$ cat config.mk
export PLATFORM = sky130hd
export DESIGN_NAME = flash_host
export DESIGN_NICKNAME = d
export VERILOG_FILES = /design/src/flash_host_pkg.sv /design/src/flash_cyc_if.sv /design/src/flash_bus_cycle.sv /design/src/flash_host.sv
export VERILOG_INCLUDE_DIRS = /design/src
export SDC_FILE = /design/constraint.sdc
export NUM_CORES = 1
export LEC_CHECK = 0
export ABC_AREA = 1
export BUFFER_PORTS_ARGS = -buffer_cell sky130_fd_sc_hd__buf_2
export CAP_MARGIN = 20
export CELL_PAD_IN_SITES_DETAIL_PLACEMENT = 0
export CELL_PAD_IN_SITES_GLOBAL_PLACEMENT = 1
export CORE_UTILIZATION = 45
export CTS_CLUSTER_SIZE = 40
export DETAILED_ROUTE_END_ITERATION = 16
export HOLD_SLACK_MARGIN = 0.15
export PLACE_DENSITY = 0.89
export RECOVER_POWER = 25
export SLEW_MARGIN = 10
export SYNTH_ARGS = -nofsm -noshare
export SYNTH_HDL_FRONTEND = slang
export SYNTH_SLANG_ARGS = --single-unit
$ cat constraint.sdc
create_clock -name core_clk -period 9.5 [get_ports core_clk]
set_input_delay 1.9 -clock core_clk [delete_from_list [all_inputs] [get_ports core_clk]]
set_output_delay 1.9 -clock core_clk [all_outputs]
set_load 0.02 [all_outputs]
$ cat src/flash_host_map.svh
// Purpose: offsets, field positions, flash command words and timing counts
// Assumes: core_clk at 10 MHz
// Notes: included by the host controller and its bus cycle engine
`ifndef FLASH_HOST_MAP_SVH
`define FLASH_HOST_MAP_SVH

// software register offsets
`define REG_CTRL 5'h00
`define REG_ADDR 5'h04
`define REG_WDATA 5'h08
`define REG_STATUS 5'h0C
`define REG_RDATA 5'h10

// control word fields
`define CTRL_KIND_BIT 4

// status bits
`define ST_BUSY 0
`define ST_PWR_OK 1
`define ST_OP_ACTIVE 2
`define ST_SUSP 3
`define ST_IDENT 4
`define ST_QUERY 5
`define ST_FAIL 6
`define ST_VLOW 7
`define ST_REFUSED 8
`define ST_POLL_DONE 9

// software command codes; 4'hF is the host's own exit and is refused from software
`define CMD_READ 4'h1
`define CMD_PROGRAM 4'h2
`define CMD_SUSPEND 4'h3
`define CMD_RESUME 4'h4
`define CMD_ID_ENTER 4'h5
`define CMD_ID_EXIT 4'h6
`define CMD_QUERY 4'h7
`define CMD_LOCK 4'h8
`define CMD_POLL 4'h9
`define CMD_AUTO_EXIT 4'hF

// flash bus words
`define FA_UNLOCK1 22'h000555
`define FA_UNLOCK2 22'h000AAA
`define FA_QUERY 22'h000055
`define FD_UNLOCK1 16'h00AA
`define FD_UNLOCK2 16'h0055
`define FD_PROGRAM 16'h00A0
`define FD_SUSPEND 16'h00B0
`define FD_RESUME 16'h0030
`define FD_ID_ENTER 16'h0090
`define FD_ID_EXIT 16'h00F0
`define FD_QUERY 16'h0098
`define FD_PROT 16'h00C0
`define FD_LOCK_MASK 16'hFFFD

// data line positions
`define DQ_POLL 7
`define DQ_TOGGLE 6
`define DQ_FAIL 5
`define DQ_VLOW 3
`define DQ_LOCK 1

// timing
`define CLK_MHZ 10
`define PWR_DELAY_MS 10
`define SUSP_ERASE_US 15
`define SUSP_PROG_US 10
`define PWR_DELAY_CYC (`PWR_DELAY_MS * 1000 * `CLK_MHZ)
`define SUSP_ERASE_CYC (`SUSP_ERASE_US * `CLK_MHZ)
`define SUSP_PROG_CYC (`SUSP_PROG_US * `CLK_MHZ)
`define RD_WAIT_LAST 2'h3

`endif

$ cat src/flash_host_pkg.sv
// Purpose: types shared by the flash host controller files
// Assumes: nothing
// Notes: state of the host and of the bus cycle engine is one packed struct each
package flash_host_pkg;
  typedef logic [21:0] faddr_t;
  typedef logic [15:0] fdata_t;
  typedef logic [3:0] cmd_t;
  typedef enum logic [2:0] {S_PWR, S_IDLE, S_ISSUE, S_WAIT, S_RD_ISSUE, S_RD_WAIT, S_SUSP} host_state_t;
  typedef enum logic [2:0] {C_IDLE, C_W_LOW, C_W_HIGH, C_W_END, C_R_WAIT} cyc_state_t;
  typedef struct packed {
    host_state_t st;
    logic [16:0] cnt;
    logic pwr_ok;
    cmd_t cmd;
    logic erase_kind;
    logic [1:0] idx;
    logic [1:0] ph;
    faddr_t addr;
    fdata_t wdata;
    fdata_t first;
    fdata_t rd_data;
    logic op_active;
    logic susp;
    logic ident;
    logic query;
    logic fail;
    logic vlow;
    logic refused;
    logic poll_done;
    logic req;
    logic req_wr;
    faddr_t req_addr;
    fdata_t req_data;
    logic [31:0] rdata;
  } host_regs_t;
  typedef struct packed {
    cyc_state_t st;
    logic [1:0] cnt;
    logic ce_b;
    logic oe_b;
    logic we_b;
    faddr_t a;
    fdata_t dq_o;
    logic dq_oe;
    fdata_t s1;
    fdata_t s2;
    logic done;
    fdata_t rdata;
  } cyc_regs_t;
endpackage : flash_host_pkg

$ cat src/flash_cyc_if.sv
// Purpose: request and answer between the sequencer and the bus cycle engine
// Assumes: one request outstanding at a time
// Notes: req and done are one-cycle pulses
`timescale 1ns/100ps
interface flash_cyc_if;
  logic req;
  logic wr;
  logic [21:0] addr;
  logic [15:0] wdata;
  logic done;
  logic [15:0] rdata;
  modport ctl (output req, output wr, output addr, output wdata, input done, input rdata);
  modport eng (input req, input wr, input addr, input wdata, output done, output rdata);
endinterface : flash_cyc_if

$ cat src/flash_bus_cycle.sv
// Purpose: runs one asynchronous flash bus read or write on the pins
// Assumes: 100 ns clock period, flash access well under one period
// Notes: read data pass two flops before capture
`timescale 1ns/100ps
module flash_bus_cycle
  import flash_host_pkg::*;
(
  // clock and reset
  input wire logic core_clk,
  input wire logic rst_sync_b,
  // sequencer side
  flash_cyc_if.eng cyc,
  // flash pins
  output logic [21:0] f_addr,
  output logic f_ce_b,
  output logic f_oe_b,
  output logic f_we_b,
  output logic [15:0] f_dq_o,
  output logic f_dq_oe,
  input wire logic [15:0] f_dq_i
);
`include "flash_host_map.svh"

  cyc_regs_t q, d;

  always_comb
  begin
    d = q;
    d.done = 1'b0;
    d.s1 = f_dq_i;
    d.s2 = q.s1;
    case (q.st)
      C_IDLE:
      begin
        if (cyc.req)
        begin
          d.a = cyc.addr;
          d.ce_b = 1'b0;
          d.cnt = 2'h0;
          if (cyc.wr)
          begin
            // oe stays high, so the write is never inhibited
            d.dq_o = cyc.wdata;
            d.dq_oe = 1'b1;
            d.st = C_W_LOW;
          end
          else
          begin
            d.oe_b = 1'b0;
            d.st = C_R_WAIT;
          end
        end
      end
      C_W_LOW:
      begin
        d.we_b = 1'b0;
        d.st = C_W_HIGH;
      end
      C_W_HIGH:
      begin
        // data latch on this rising edge of we
        d.we_b = 1'b1;
        d.st = C_W_END;
      end
      C_W_END:
      begin
        d.ce_b = 1'b1;
        d.dq_oe = 1'b0;
        d.done = 1'b1;
        d.st = C_IDLE;
      end
      C_R_WAIT:
      begin
        d.cnt = q.cnt + 2'h1;
        if (q.cnt == `RD_WAIT_LAST)
        begin
          d.rdata = q.s2;
          d.ce_b = 1'b1;
          d.oe_b = 1'b1;
          d.done = 1'b1;
          d.st = C_IDLE;
        end
      end
      default: d.st = C_IDLE;
    endcase
  end

  always_ff @(posedge core_clk or negedge rst_sync_b)
  begin
    if (!rst_sync_b)
    begin
      q <= '0;
      q.st <= C_IDLE;
      q.ce_b <= 1'b1;
      q.oe_b <= 1'b1;
      q.we_b <= 1'b1;
    end
    else
    begin
      q <= d;
    end
  end

  assign f_addr = q.a;
  assign f_ce_b = q.ce_b;
  assign f_oe_b = q.oe_b;
  assign f_we_b = q.we_b;
  assign f_dq_o = q.dq_o;
  assign f_dq_oe = q.dq_oe;
  assign cyc.done = q.done;
  assign cyc.rdata = q.rdata;
endmodule : flash_bus_cycle

$ cat src/flash_host.sv
// Purpose: host controller for a parallel NOR flash status, suspend and protection commands
// Assumes: software register port, one core clock, flash pins asynchronous
// Notes: rules of the host side and of the flash it drives follow
// What this block does
// - after failure the host must send the identification-mode leave command.
// - supply-low line high means supply too low; host then leaves with exit.
// - during erase suspend, reads and programs allowed; host starts no erase.
// - host resumes a suspended erase with one resume write.
// - lock uses four writes with lock bit zero in the fourth.
// - read protection after identification entry, then send exit before anything other than a query.
//
// Design decisions made here: the register addresses and the address-and-strobe port.
`timescale 1ns/100ps
// the parameter default below needs the timing counts before the header opens
`include "flash_host_map.svh"
module flash_host
  import flash_host_pkg::*;
#(
  parameter int unsigned PWR_CYCLES = `PWR_DELAY_CYC
)
(
  // clock and reset
  input wire logic core_clk,
  input wire logic rst_b,
  // software register port
  input wire logic [4:0] reg_addr,
  input wire logic [31:0] reg_wdata,
  input wire logic reg_wr,
  input wire logic reg_rd,
  output logic [31:0] reg_rdata,
  // flash pins
  output flash_host_pkg::faddr_t f_addr,
  output logic f_ce_b,
  output logic f_oe_b,
  output logic f_we_b,
  output flash_host_pkg::fdata_t f_dq_o,
  output logic f_dq_oe,
  input wire flash_host_pkg::fdata_t f_dq_i
);
  import flash_host_pkg::*;

  host_regs_t q, d;
  logic [1:0] rst_q;
  logic rst_s_b;
  flash_cyc_if cyc ();

  ////////////////////////////////////////////////////////////////////////////
  // decoding shared by acceptance and sequencing

  function automatic logic [1:0] seq_last(input cmd_t c);
    case (c)
      `CMD_PROGRAM, `CMD_LOCK: seq_last = 2'h3;
      `CMD_ID_ENTER: seq_last = 2'h2;
      default: seq_last = 2'h0;
    endcase
  endfunction : seq_last

  // one bus write of a command sequence: {address, data}
  function automatic logic [37:0] seq_word(input cmd_t c, input logic [1:0] i, input faddr_t a, input fdata_t w);
    seq_word = {a, w};
    case (c)
      `CMD_SUSPEND: seq_word = {a, `FD_SUSPEND};
      `CMD_RESUME: seq_word = {a, `FD_RESUME};
      `CMD_ID_EXIT, `CMD_AUTO_EXIT: seq_word = {a, `FD_ID_EXIT};
      `CMD_QUERY: seq_word = {`FA_QUERY, `FD_QUERY};
      default:
      begin
        case (i)
          2'h0: seq_word = {`FA_UNLOCK1, `FD_UNLOCK1};
          2'h1: seq_word = {`FA_UNLOCK2, `FD_UNLOCK2};
          2'h2:
          begin
            if (c == `CMD_ID_ENTER)
              seq_word = {`FA_UNLOCK1, `FD_ID_ENTER};
            else if (c == `CMD_LOCK)
              seq_word = {`FA_UNLOCK1, `FD_PROT};
            else
              seq_word = {`FA_UNLOCK1, `FD_PROGRAM};
          end
          default:
          begin
            if (c == `CMD_LOCK)
              seq_word = {a, w & `FD_LOCK_MASK};
            else
              seq_word = {a, w};
          end
        endcase
      end
    endcase
  endfunction : seq_word

  function automatic logic cmd_ok(input cmd_t c, input host_regs_t s);
    cmd_ok = 1'b0;
    if (!s.pwr_ok)
      cmd_ok = 1'b0;
    else if (s.fail || s.vlow)
      cmd_ok = (c == `CMD_ID_EXIT);
    else if (s.ident || s.query)
      cmd_ok = (c == `CMD_READ) || (c == `CMD_ID_EXIT) || (c == `CMD_QUERY && s.ident);
    else
    begin
      case (c)
        `CMD_READ, `CMD_POLL, `CMD_ID_ENTER, `CMD_ID_EXIT, `CMD_QUERY, `CMD_LOCK: cmd_ok = 1'b1;
        `CMD_PROGRAM: cmd_ok = !s.op_active || (s.susp && s.erase_kind);
        `CMD_SUSPEND: cmd_ok = s.op_active && !s.susp;
        `CMD_RESUME: cmd_ok = s.susp;
        default: cmd_ok = 1'b0;
      endcase
    end
  endfunction : cmd_ok

  ////////////////////////////////////////////////////////////////////////////
  // reset release through two flops

  always_ff @(posedge core_clk or negedge rst_b)
  begin
    if (!rst_b)
      rst_q <= 2'h0;
    else
      rst_q <= {rst_q[0], 1'b1};
  end
  assign rst_s_b = rst_q[1];

  ////////////////////////////////////////////////////////////////////////////
  // register port and command sequencer

  always_comb
  begin
    d = q;
    d.req = 1'b0;
    d.rdata = 32'h0;
    if (reg_rd)
    begin
      case (reg_addr)
        `REG_ADDR: d.rdata = {10'h000, q.addr};
        `REG_WDATA: d.rdata = {16'h0000, q.wdata};
        `REG_RDATA: d.rdata = {16'h0000, q.rd_data};
        `REG_STATUS:
        begin
          d.rdata[`ST_BUSY] = (q.st != S_IDLE);
          d.rdata[`ST_PWR_OK] = q.pwr_ok;
          d.rdata[`ST_OP_ACTIVE] = q.op_active;
          d.rdata[`ST_SUSP] = q.susp;
          d.rdata[`ST_IDENT] = q.ident;
          d.rdata[`ST_QUERY] = q.query;
          d.rdata[`ST_FAIL] = q.fail;
          d.rdata[`ST_VLOW] = q.vlow;
          d.rdata[`ST_REFUSED] = q.refused;
          d.rdata[`ST_POLL_DONE] = q.poll_done;
        end
        default: d.rdata = 32'h0;
      endcase
    end
    if (reg_wr && reg_addr == `REG_ADDR)
      d.addr = reg_wdata[21:0];
    if (reg_wr && reg_addr == `REG_WDATA)
      d.wdata = reg_wdata[15:0];
    if (reg_wr && reg_addr == `REG_STATUS && reg_wdata[`ST_REFUSED])
      d.refused = 1'b0;
    // a refused command set in the same cycle still wins below
    if (reg_wr && reg_addr == `REG_CTRL && (q.st != S_IDLE || !cmd_ok(reg_wdata[3:0], q)))
      d.refused = 1'b1;
    case (q.st)
      S_PWR:
      begin
        d.cnt = q.cnt + 17'h00001;
        if (q.cnt >= 17'(PWR_CYCLES - 1))
        begin
          d.pwr_ok = 1'b1;
          d.st = S_IDLE;
        end
      end
      S_IDLE:
      begin
        if (reg_wr && reg_addr == `REG_CTRL && cmd_ok(reg_wdata[3:0], q))
        begin
          d.cmd = reg_wdata[3:0];
          d.idx = 2'h0;
          d.ph = 2'h0;
          if (reg_wdata[3:0] == `CMD_SUSPEND)
            d.erase_kind = reg_wdata[`CTRL_KIND_BIT];
          if (reg_wdata[3:0] == `CMD_POLL)
            d.poll_done = 1'b0;
          d.st = (reg_wdata[3:0] == `CMD_READ || reg_wdata[3:0] == `CMD_POLL) ? S_RD_ISSUE : S_ISSUE;
        end
      end
      S_ISSUE:
      begin
        d.req = 1'b1;
        d.req_wr = 1'b1;
        {d.req_addr, d.req_data} = seq_word(q.cmd, q.idx, q.addr, q.wdata);
        d.st = S_WAIT;
      end
      S_WAIT:
      begin
        if (cyc.done)
        begin
          d.st = S_IDLE;
          if (q.idx != seq_last(q.cmd))
          begin
            d.idx = q.idx + 2'h1;
            d.st = S_ISSUE;
          end
          else
          begin
            case (q.cmd)
              `CMD_PROGRAM:
              begin
                d.op_active = 1'b1;
                d.poll_done = 1'b0;
              end
              `CMD_SUSPEND:
              begin
                // wait the halt time of the suspended kind, erase or program, before reporting suspended
                d.cnt = q.erase_kind ? 17'(`SUSP_ERASE_CYC) : 17'(`SUSP_PROG_CYC);
                d.st = S_SUSP;
              end
              `CMD_RESUME: d.susp = 1'b0;
              `CMD_ID_ENTER: d.ident = 1'b1;
              `CMD_QUERY: d.query = 1'b1;
              `CMD_ID_EXIT:
              begin
                d.ident = 1'b0;
                d.query = 1'b0;
                d.fail = 1'b0;
                d.vlow = 1'b0;
              end
              // automatic exit keeps the flags so software still sees why
              `CMD_AUTO_EXIT:
              begin
                d.ident = 1'b0;
                d.query = 1'b0;
              end
              default: d.st = S_IDLE;
            endcase
          end
        end
      end
      S_RD_ISSUE:
      begin
        d.req = 1'b1;
        d.req_wr = 1'b0;
        d.req_addr = q.addr;
        d.st = S_RD_WAIT;
      end
      S_RD_WAIT:
      begin
        if (cyc.done)
        begin
          d.rd_data = cyc.rdata;
          d.st = S_IDLE;
          if (q.cmd == `CMD_POLL)
          begin
            if (!q.ph[0])
            begin
              d.first = cyc.rdata;
              d.ph = q.ph + 2'h1;
              d.st = S_RD_ISSUE;
            end
            else if (q.first[`DQ_TOGGLE] == cyc.rdata[`DQ_TOGGLE])
            begin
              d.op_active = 1'b0;
              d.poll_done = 1'b1;
            end
            else if (q.ph == 2'h1 && (cyc.rdata[`DQ_FAIL] || cyc.rdata[`DQ_VLOW]))
            begin
              // toggle may stop just as the flags rise: read twice more
              d.ph = 2'h2;
              d.st = S_RD_ISSUE;
            end
            else if (q.ph == 2'h3)
            begin
              d.fail = cyc.rdata[`DQ_FAIL];
              d.vlow = cyc.rdata[`DQ_VLOW];
              d.op_active = 1'b0;
              d.cmd = `CMD_AUTO_EXIT;
              d.idx = 2'h0;
              d.st = S_ISSUE;
            end
          end
        end
      end
      S_SUSP:
      begin
        d.cnt = q.cnt - 17'h00001;
        if (q.cnt == 17'h00000)
        begin
          d.susp = 1'b1;
          d.st = S_IDLE;
        end
      end
      default: d.st = S_IDLE;
    endcase
  end

  always_ff @(posedge core_clk or negedge rst_s_b)
  begin
    if (!rst_s_b)
    begin
      q <= '0;
      q.st <= S_PWR;
    end
    else
    begin
      q <= d;
    end
  end

  assign reg_rdata = q.rdata;
  assign cyc.req = q.req;
  assign cyc.wr = q.req_wr;
  assign cyc.addr = q.req_addr;
  assign cyc.wdata = q.req_data;

  flash_bus_cycle u_cycle (
    .core_clk(core_clk),
    .rst_sync_b(rst_s_b),
    .cyc(cyc.eng),
    .f_addr(f_addr),
    .f_ce_b(f_ce_b),
    .f_oe_b(f_oe_b),
    .f_we_b(f_we_b),
    .f_dq_o(f_dq_o),
    .f_dq_oe(f_dq_oe),
    .f_dq_i(f_dq_i)
  );

  ////////////////////////////////////////////////////////////////////////////
  // checks

  logic [7:0] susp_cyc;
  always_ff @(posedge core_clk or negedge rst_s_b)
  begin
    if (!rst_s_b)
      susp_cyc <= 8'h00;
    else if (q.st != S_SUSP)
      susp_cyc <= 8'h00;
    else if (susp_cyc != 8'hFF)
      susp_cyc <= susp_cyc + 8'h01;
  end
endmodule : flash_host

==> results of run 1 <==
==> power groups by stage <==
stage               Combinational (mW)  Sequential, mW  Clock (mW)
detailed placement                1.20            1.49           0
finish                            1.19            1.47       0.972
floorplan                        0.988            1.46           0
global placement                  1.17            1.48           0
CTS                               1.20            1.47       0.989
global route                      1.36            1.50        1.03
==> Yosys cell counts, types with 10 or more instances <==
cell type and number:
nand4_1 22, ha_1 20, mux2_2 12, clkbuf_1 23
dfrtp_1 250, o22ai_1 32, nand2_1 263, inv_2 11
buf_4 70, buf_2 10, o211ai_1 13, a21oi_1 40
o21ai_0 163, nand3_1 45, nor2_1 79, inv_1 178
==> registers in the layout, summed over array words and instances, names as in the netlist, 16 cells and up <==
register,cells
cyc.addr,22
cyc.wdata,16
q,93
reg_rdata,22
u_cycle.cyc.rdata,16
u_cycle.d,16
u_cycle.f_addr,22
u_cycle.f_dq_o,16
u_cycle.q,21
==> metal layers <==
| metal | track usage [%] | vias to the layer above | routed length [µm] | part of all wire [%] |
|---|---|---|---|---|
| li1 | - | 4383 | - | - |
| met1 | 28.3 | 4103 | 12400 | 47 |
| met2 | 31.2 | 222 | 12000 | 45 |
| met3 | 2.88 | 46 | 1240 | 4.7 |
| met4 | 6.19 | 0 | 712 | 2.7 |
| met5 | 0 | - | 0 | 0 |
==> cells in the final DEF, fill, tap and decap left out, drive strengths merged, types with 2 or more instances in the layout <==
cell and instances:
a22oi 6, conb 11, mux2 12, clkbuf 41, xnor2 5, nand3 48
a21o 2, buf 115, o21bai 2, nor4 7, o211ai 13, o31ai 4
o21ai 165, inv 190, o22ai 32, o221ai 7, clkinv 9, a31oi 2
xor2 6, dfrtp 250, ha 20, nor3 11, nand2 268, dfstp 3
a21oi 41, nor2 87, nand4 22, a221oi 9
==> layout make-up <==
type	count	area, µm²	share of cell area [%]
Clock buffer	37	722	5.56
Timing Repair Buffer	119	626	4.82
Clock inverter	10	90.1	0.694
Tap cell	330	413	3.18
Multi-Input combinational cell	787	4090	31.5
Antenna cell	1	2.50	0.0193
Inverter	190	713	5.49
Sequential cell	253	6330	48.8
==> stage by stage <==
stage	cells	total power [mW]	area, µm²	utilization (%)	hold slack (ns)
2_1_floorplan	1337	2.45	11800	-	0.331
3_3_place_gp	1677	2.65	12200	47.7	0.264
3_5_place_dp	1678	2.69	12200	47.8	0.271
4_1_cts	1725	3.66	13000	51.0	0.276
5_1_grt	1727	3.89	13000	51.0	0.350
6_report	1727	3.64	13000	51.0	0.346
==> kinds of logic after synthesis <==
| kind of cell | share of synthesized area [%] |
|---|---|
| compound gates | 14.0 |
| xor+xnor | 0.817 |
| fa+ha+maj | 2.29 |
| buf+inv | 11.9 |
| flops | 53.7 |
| mux | 1.15 |
| other cells | 0.0637 |
| simple gates | 16.0 |
==> worst max path at each step <==
| stage | slack [ns] | from | cells after the start | endpoint |
|---|---|---|---|---|
| detailed placement | 5.61 | reg_addr[1] | 6 | q[117] |
| floorplan | 1.93 | rst_q[1] | 0 | cyc.addr[0] |
| finish | 5.48 | rst_q[1] | 1 | cyc.addr[16] |
| global route | 4.64 | rst_q[1] | 1 | u_cycle.f_addr[15] |
| global placement | 5.63 | reg_addr[1] | 6 | q[118] |
| CTS | 6.16 | reg_addr[1] | 6 | q[121] |
==> results.py, run 1 <==
metrics = {
    "timing": {
        "setup_violations": 0,
        "worst_slack_ns": 5.48,
        "final_hold_viol_count": 0,
        "rsz0062_at_grt": "no",
        "slew_headroom_pct": -104,
        "max_freq_mhz": 249,
        "fin_crit_ns": 4.02,
        "finClkSkew_ns": 0.0160,
        "tns_ns": 0,
        "tightest_slew_ns": 3.06,
        "period_share_pct": 42.3,
        "drv_slew": 107,
    },
    "power": {
        "ir_drop_mv": 0.171,
        "p_per_area_nw_per_um2": 280,
        "seqPwrFrac_pct": 40.5,
        "p_sw_share_pct": 37.8,
        "switchingPower_mw": 1.37,
        "leakagePower_nw": 6.53,
        "clkPwrFrac_pct": 26.7,
        "comb_power_share_pct": 32.8,
        "intPower_mw": 2.27,
    },
    "worst_hold_path": {
        "holdCritStartpoint": "u_cycle.d[18]",
        "worstHoldPathCells": 0,
        "worstHoldPathType": "reg2reg",
        "hold-path-endpoint": "u_cycle.q[18]",
    },
    "route": {
        "first_pass_iters": 5,
        "viasPerCell": 5.07,
        "ant_nets": 0,
        "vias": 8754,
        "route.detailed.drc": 0,
        "routed_wl_mm": 26.3,
        "wire_per_inst_um": 15.2,
        "drt_iter0_drc": 627,
    },
    "global_routing": {
        "grt-ovfl-total": 0,
        "grtUsageTotal_pct": 19.8,
        "grt_max_degree": 85,
        "grt_pass1_vias": 8224,
        "grt_antenna_before_repair": 1,
        "grt_pass1_wl_mm": 42.3,
    },
    "worst_setup_path": {
        "r2r_cells": 1,
        "r2r_start": "rst_q[1]",
        "crit_buf_inv": 1,
        "timing.rr.end": "cyc.addr[16]",
        "slowest_delay_ns": 2.24,
        "path_class": "reg2async",
        "rrSetupSlack_ns": 5.48,
        "required_ns": 9.46,
        "path_cells": "clkbuf_1",
        "critPathLaunchType": "register",
        "endpoint_kind": "asynchronous set/reset pin",
        "cp_top_family": "buffers and inverters",
        "crit_fanout": 61,
        "crit_path_top_delay_cell": "clkbuf_1",
        "critPathArrivalTime_ns": 3.98,
    },
    "clock_tree": {
        "insertion_delay_ns": 0.53,
        "post_cts_buffers": 0,
        "cts_tree": "done",
        "root_buffer": "clkbuf_16",
        "cts_max_level": 1,
        "clock_sinks": 253,
        "cts_resized": 0,
        "hold_buffers": 0,
        "cts_buffers": 26,
        "clock_path_buffers": 3,
        "clk_pin_slew_ns": 0.06,
    },
    "yosys": {
        "synth_edf_count": 0,
        "yosys.area.top_type": "dfrtp_1",
        "yosysTopAreaCellShare_pct": 53.1,
        "yosys_most_used_dff": "dfrtp_1",
        "yosysWarnings": 0,
        "seq_area_frac_synth_pct": 53.7,
        "synth_cell_types": 48,
        "ys_ff_latch": 253,
        "synth.area.top_cells": "dfrtp_1, nand2_1, o21ai_0",
        "syn-cell-area_um2": 11800,
        "synthCells": 1328,
        "async_flop_share_pct": 100,
        "synth_area_per_cell_um2": 8.88,
    },
    "flow_run": {
        "drv_cap": 2,
    },
    "run_status": {
        "violations": "max-capacitance violations, max-slew violations",
        "status": "finished with violations",
    },
    "die": {
        "row_count": 58,
        "ioPinCount": 131,
        "die_w_um": 164,
        "initial_core_util_pct": 46.3,
        "die-area_um2": 26900,
        "core_area_um2": 25500,
        "die_y_um": 164,
    },
    "place": {
        "dp_worst_setup_slack_ns": 5.61,
        "gp_congestion": 0.920,
        "io_buffers": 110,
        "dp_hpwl_mm": 19.2,
    },
    "final_layout": {
        "fill_cells": 2325,
        "drive_gt1_share_pct": 14.6,
        "area_delta_synth_final_pct": 10.2,
        "final_nets": 1455,
    },
}
Note: power is estimated with default switching activity, not from simulation.
==> inputs of run 2 (changes only) <==
--- a/config.mk
+++ b/config.mk
@@ -6,12 +6,12 @@
 export SDC_FILE = /design/constraint.sdc
 export NUM_CORES = 1
 export LEC_CHECK = 0
-export ABC_AREA = 1
+export ABC_AREA = 0
 export BUFFER_PORTS_ARGS = -buffer_cell sky130_fd_sc_hd__buf_2
 export CAP_MARGIN = 20
 export CELL_PAD_IN_SITES_DETAIL_PLACEMENT = 0
 export CELL_PAD_IN_SITES_GLOBAL_PLACEMENT = 1
-export CORE_UTILIZATION = 45
+export CORE_UTILIZATION = 47
 export CTS_CLUSTER_SIZE = 40
 export DETAILED_ROUTE_END_ITERATION = 16
 export HOLD_SLACK_MARGIN = 0.15
==> constraint.sdc (replaced) <==
create_clock -name core_clk -period 3.7 [get_ports core_clk]
set_input_delay 0.74 -clock core_clk [delete_from_list [all_inputs] [get_ports core_clk]]
set_output_delay 0.74 -clock core_clk [all_outputs]
set_load 0.02 [all_outputs]
==> results.py, run 2 <==
metrics = {
    "run_status": {
        "status": "finished with violations",
        "violations": "max-capacitance violations, max-slew violations",
    },
    "timing": {
        "tightest_slew_ns": 2.34,
        "slew_headroom_pct": -56.1,
        "setup_violations": 0,
        "fin_crit_ns": 2.78,
        "tns_ns": 0,
        "period_share_pct": 75.3,
        "finClkSkew_ns": 0.0197,
        "worst_slack_ns": 0.915,
        "max_freq_mhz": 359,
        "rsz0062_at_grt": "no",
        "final_hold_viol_count": 0,
        "drv_slew": 55,
    },
    "final_layout": {
        "instances_no_fill": 1444,
        "final_cell_mix": "dfrtp_1, nand2_1, buf_2",
        "largest_register_ffs": 93,
        "final_common_cell": "dfrtp_1",
        "regMostFlops": "q",
        "area_delta_synth_final_pct": 11.4,
        "drive_gt1_share_pct": 25.5,
        "final_nets": 1177,
        "fin_area_um2": 13100,
    },
    "global_routing": {
        "grt_pass1_wl_mm": 42.1,
        "grtUsageTotal_pct": 20.5,
        "grt-ovfl-total": 0,
        "grt_pass1_vias": 7804,
        "grt_antenna_before_repair": 3,
        "grt_max_degree": 100,
    },
    "worst_setup_path": {
        "path_class": "reg2reg",
        "endpoint_kind": "register",
        "critPathLaunchType": "register",
        "critPathLaunch": "q[178]",
        "r2r_start": "q[178]",
        "crit_path_end": "q[174]",
        "crit_fanout": 16,
        "timing.rr.end": "q[174]",
        "critPathArrivalTime_ns": 3.18,
        "r2r_cells": 13,
        "required_ns": 4.09,
        "rrSetupSlack_ns": 0.92,
    },
    "yosys": {
        "synth_cell_types": 79,
        "synth_most_common_cell": "dfrtp_1",
        "ys_ff_latch": 253,
        "synth_area_per_cell_um2": 11.2,
        "synth_common_cells": "dfrtp_1, nand2_1, mux2_2",
        "yosys_most_used_dff": "dfrtp_1",
        "synth.area.top_cells": "dfrtp_1, mux2_2, buf_4",
        "yosysTopAreaCellShare_pct": 53.4,
        "yosysWarnings": 0,
        "synth_edf_count": 0,
        "syn-cell-area_um2": 11700,
        "seq_area_frac_synth_pct": 54.0,
        "async_flop_share_pct": 100,
        "synthCells": 1044,
        "yosys.area.top_type": "dfrtp_1",
    },
    "power": {
        "leakagePower_nw": 6.24,
        "switchingPower_mw": 3.10,
        "clkPwrFrac_pct": 28.1,
        "comb_power_share_pct": 29.6,
        "ir_drop_mv": 0.431,
        "seqPwrFrac_pct": 42.2,
        "intPower_mw": 5.89,
        "p_per_area_nw_per_um2": 689,
        "p_sw_share_pct": 34.5,
        "total_power_mw": 8.99,
    },
    "clock_tree": {
        "clock_sinks": 253,
        "post_cts_buffers": 0,
        "clk_pin_slew_ns": 0.06,
        "cts_max_level": 1,
        "cts_buffers": 26,
        "root_buffer": "clkbuf_16",
        "hold_buffers": 1,
        "insertion_delay_ns": 0.53,
        "cts_tree": "done",
        "cts_resized": 0,
        "clock_path_buffers": 3,
    },
    "place": {
        "io_buffers": 110,
        "gp_congestion": 0.902,
        "dp_cells": 1394,
        "dpl-instance-area_um2": 12200,
        "dp_hpwl_mm": 18.4,
        "dp_worst_setup_slack_ns": 0.716,
    },
    "die": {
        "row_count": 57,
        "ioPinCount": 131,
        "die_w_um": 160,
        "die-area_um2": 25600,
        "core_area_um2": 24400,
        "die_y_um": 160,
        "initial_core_util_pct": 48.1,
    },
    "route": {
        "routed_wl_mm": 25.7,
        "drt_iter0_drc": 703,
        "wire_per_inst_um": 17.8,
        "route.detailed.drc": 0,
        "ant_nets": 0,
        "vias": 8043,
        "viasPerCell": 5.57,
        "first_pass_iters": 7,
    },
    "worst_hold_path": {
        "worstHoldPathType": "in2reg",
    },
    "flow_run": {
        "drv_cap": 1,
    },
}
-- run 2: cell types whose count changed in the layout (fill, tap and decap cells not counted), sizes merged, moves of 16 or more --
cell and delta:
mux2 +84, nand2 -144, a22o +19, buf +17
inv -176, nor2 -32, o21ai -119, nand4 -19
nand3 -34, o22ai -29, a222oi +16
-- run 2: metal layers --
layer	track usage (%)	share of wire (%)	wire length, µm
met2	30.5	44	11400
met4	7.79	3.4	884
met5	0	0.039	10
met3	2.62	5.2	1330
met1	30.5	47	12100
-- run 2: cell families after synthesis --
logic type	after synthesis	synth area share (%)
buffers and inverters	131	6.55
adder cells (fa/ha/maj)	21	2.31
XOR/XNOR	18	1.34
other	2	0.0641
AO/OA/AOI/OAI	224	13.9
multiplexers	101	9.65
flip-flops	253	54.0
AND/OR/NAND/NOR	294	12.1
-- run 2: layout make-up --
class                           instances  area, µm²
Inverter                               15       56.3
Sequential cell                       253       6330
Clock inverter                          7       81.3
Clock buffer                           40        753
Tap cell                              324        405
Antenna cell                            2       5.00
Multi-Input combinational cell        669       4670
Fill cell                            2162      11300
Timing Repair Buffer                  134        757
-- run 2: worst min-delay path by stage --
stage	endpoint	slack, ns	start	cells past startpoint
4_1_cts	u_cycle.d[20]	0.30	f_dq_i[3]	1
6_report	u_cycle.d[20]	0.32	f_dq_i[3]	1
3_5_place_dp	u_cycle.q[24]	0.33	u_cycle.d[24]	0
5_1_grt	u_cycle.d[24]	0.31	f_dq_i[7]	1
3_3_place_gp	rst_q[1]	0.33	rst_q[0]	0
2_1_floorplan	rst_q[1]	0.33	rst_q[0]	0
-- run 2: through the flow --
| step | hold slack [ns] | utilization, % |
|---|---|---|
| finish | 0.317 | 53.5 |
| global route | 0.306 | 53.5 |
| CTS | 0.299 | 53.5 |
| detailed placement | 0.335 | 50.1 |
| global placement | 0.334 | 50.1 |
| floorplan | 0.331 | - |
-- run 2: power groups by stage --
stage / clock (mW) / combinational, mW / sequential, mW
5_1_grt: 2.69 / 2.97 / 3.87
6_report: 2.53 / 2.66 / 3.80
2_1_floorplan: 0 / 2.20 / 3.66
3_5_place_dp: 0 / 2.66 / 3.83
3_3_place_gp: 0 / 2.59 / 3.81
4_1_cts: 2.58 / 2.68 / 3.79
-- run 2: critical path: stages (launching register included) --
cell and delay, ns:
dfrtp_1 0.38, inv_1 0.15, nor2_1 0.08, nand2_1 0.09, clkinv_1 0.08, buf_4 0.21
ha_1 0.36, a21o_1 0.20, o32ai_1 0.26, a31oi_1 0.10, buf_4 0.20, a41oi_1 0.29
xor2_1 0.17, o21ai_0 0.09
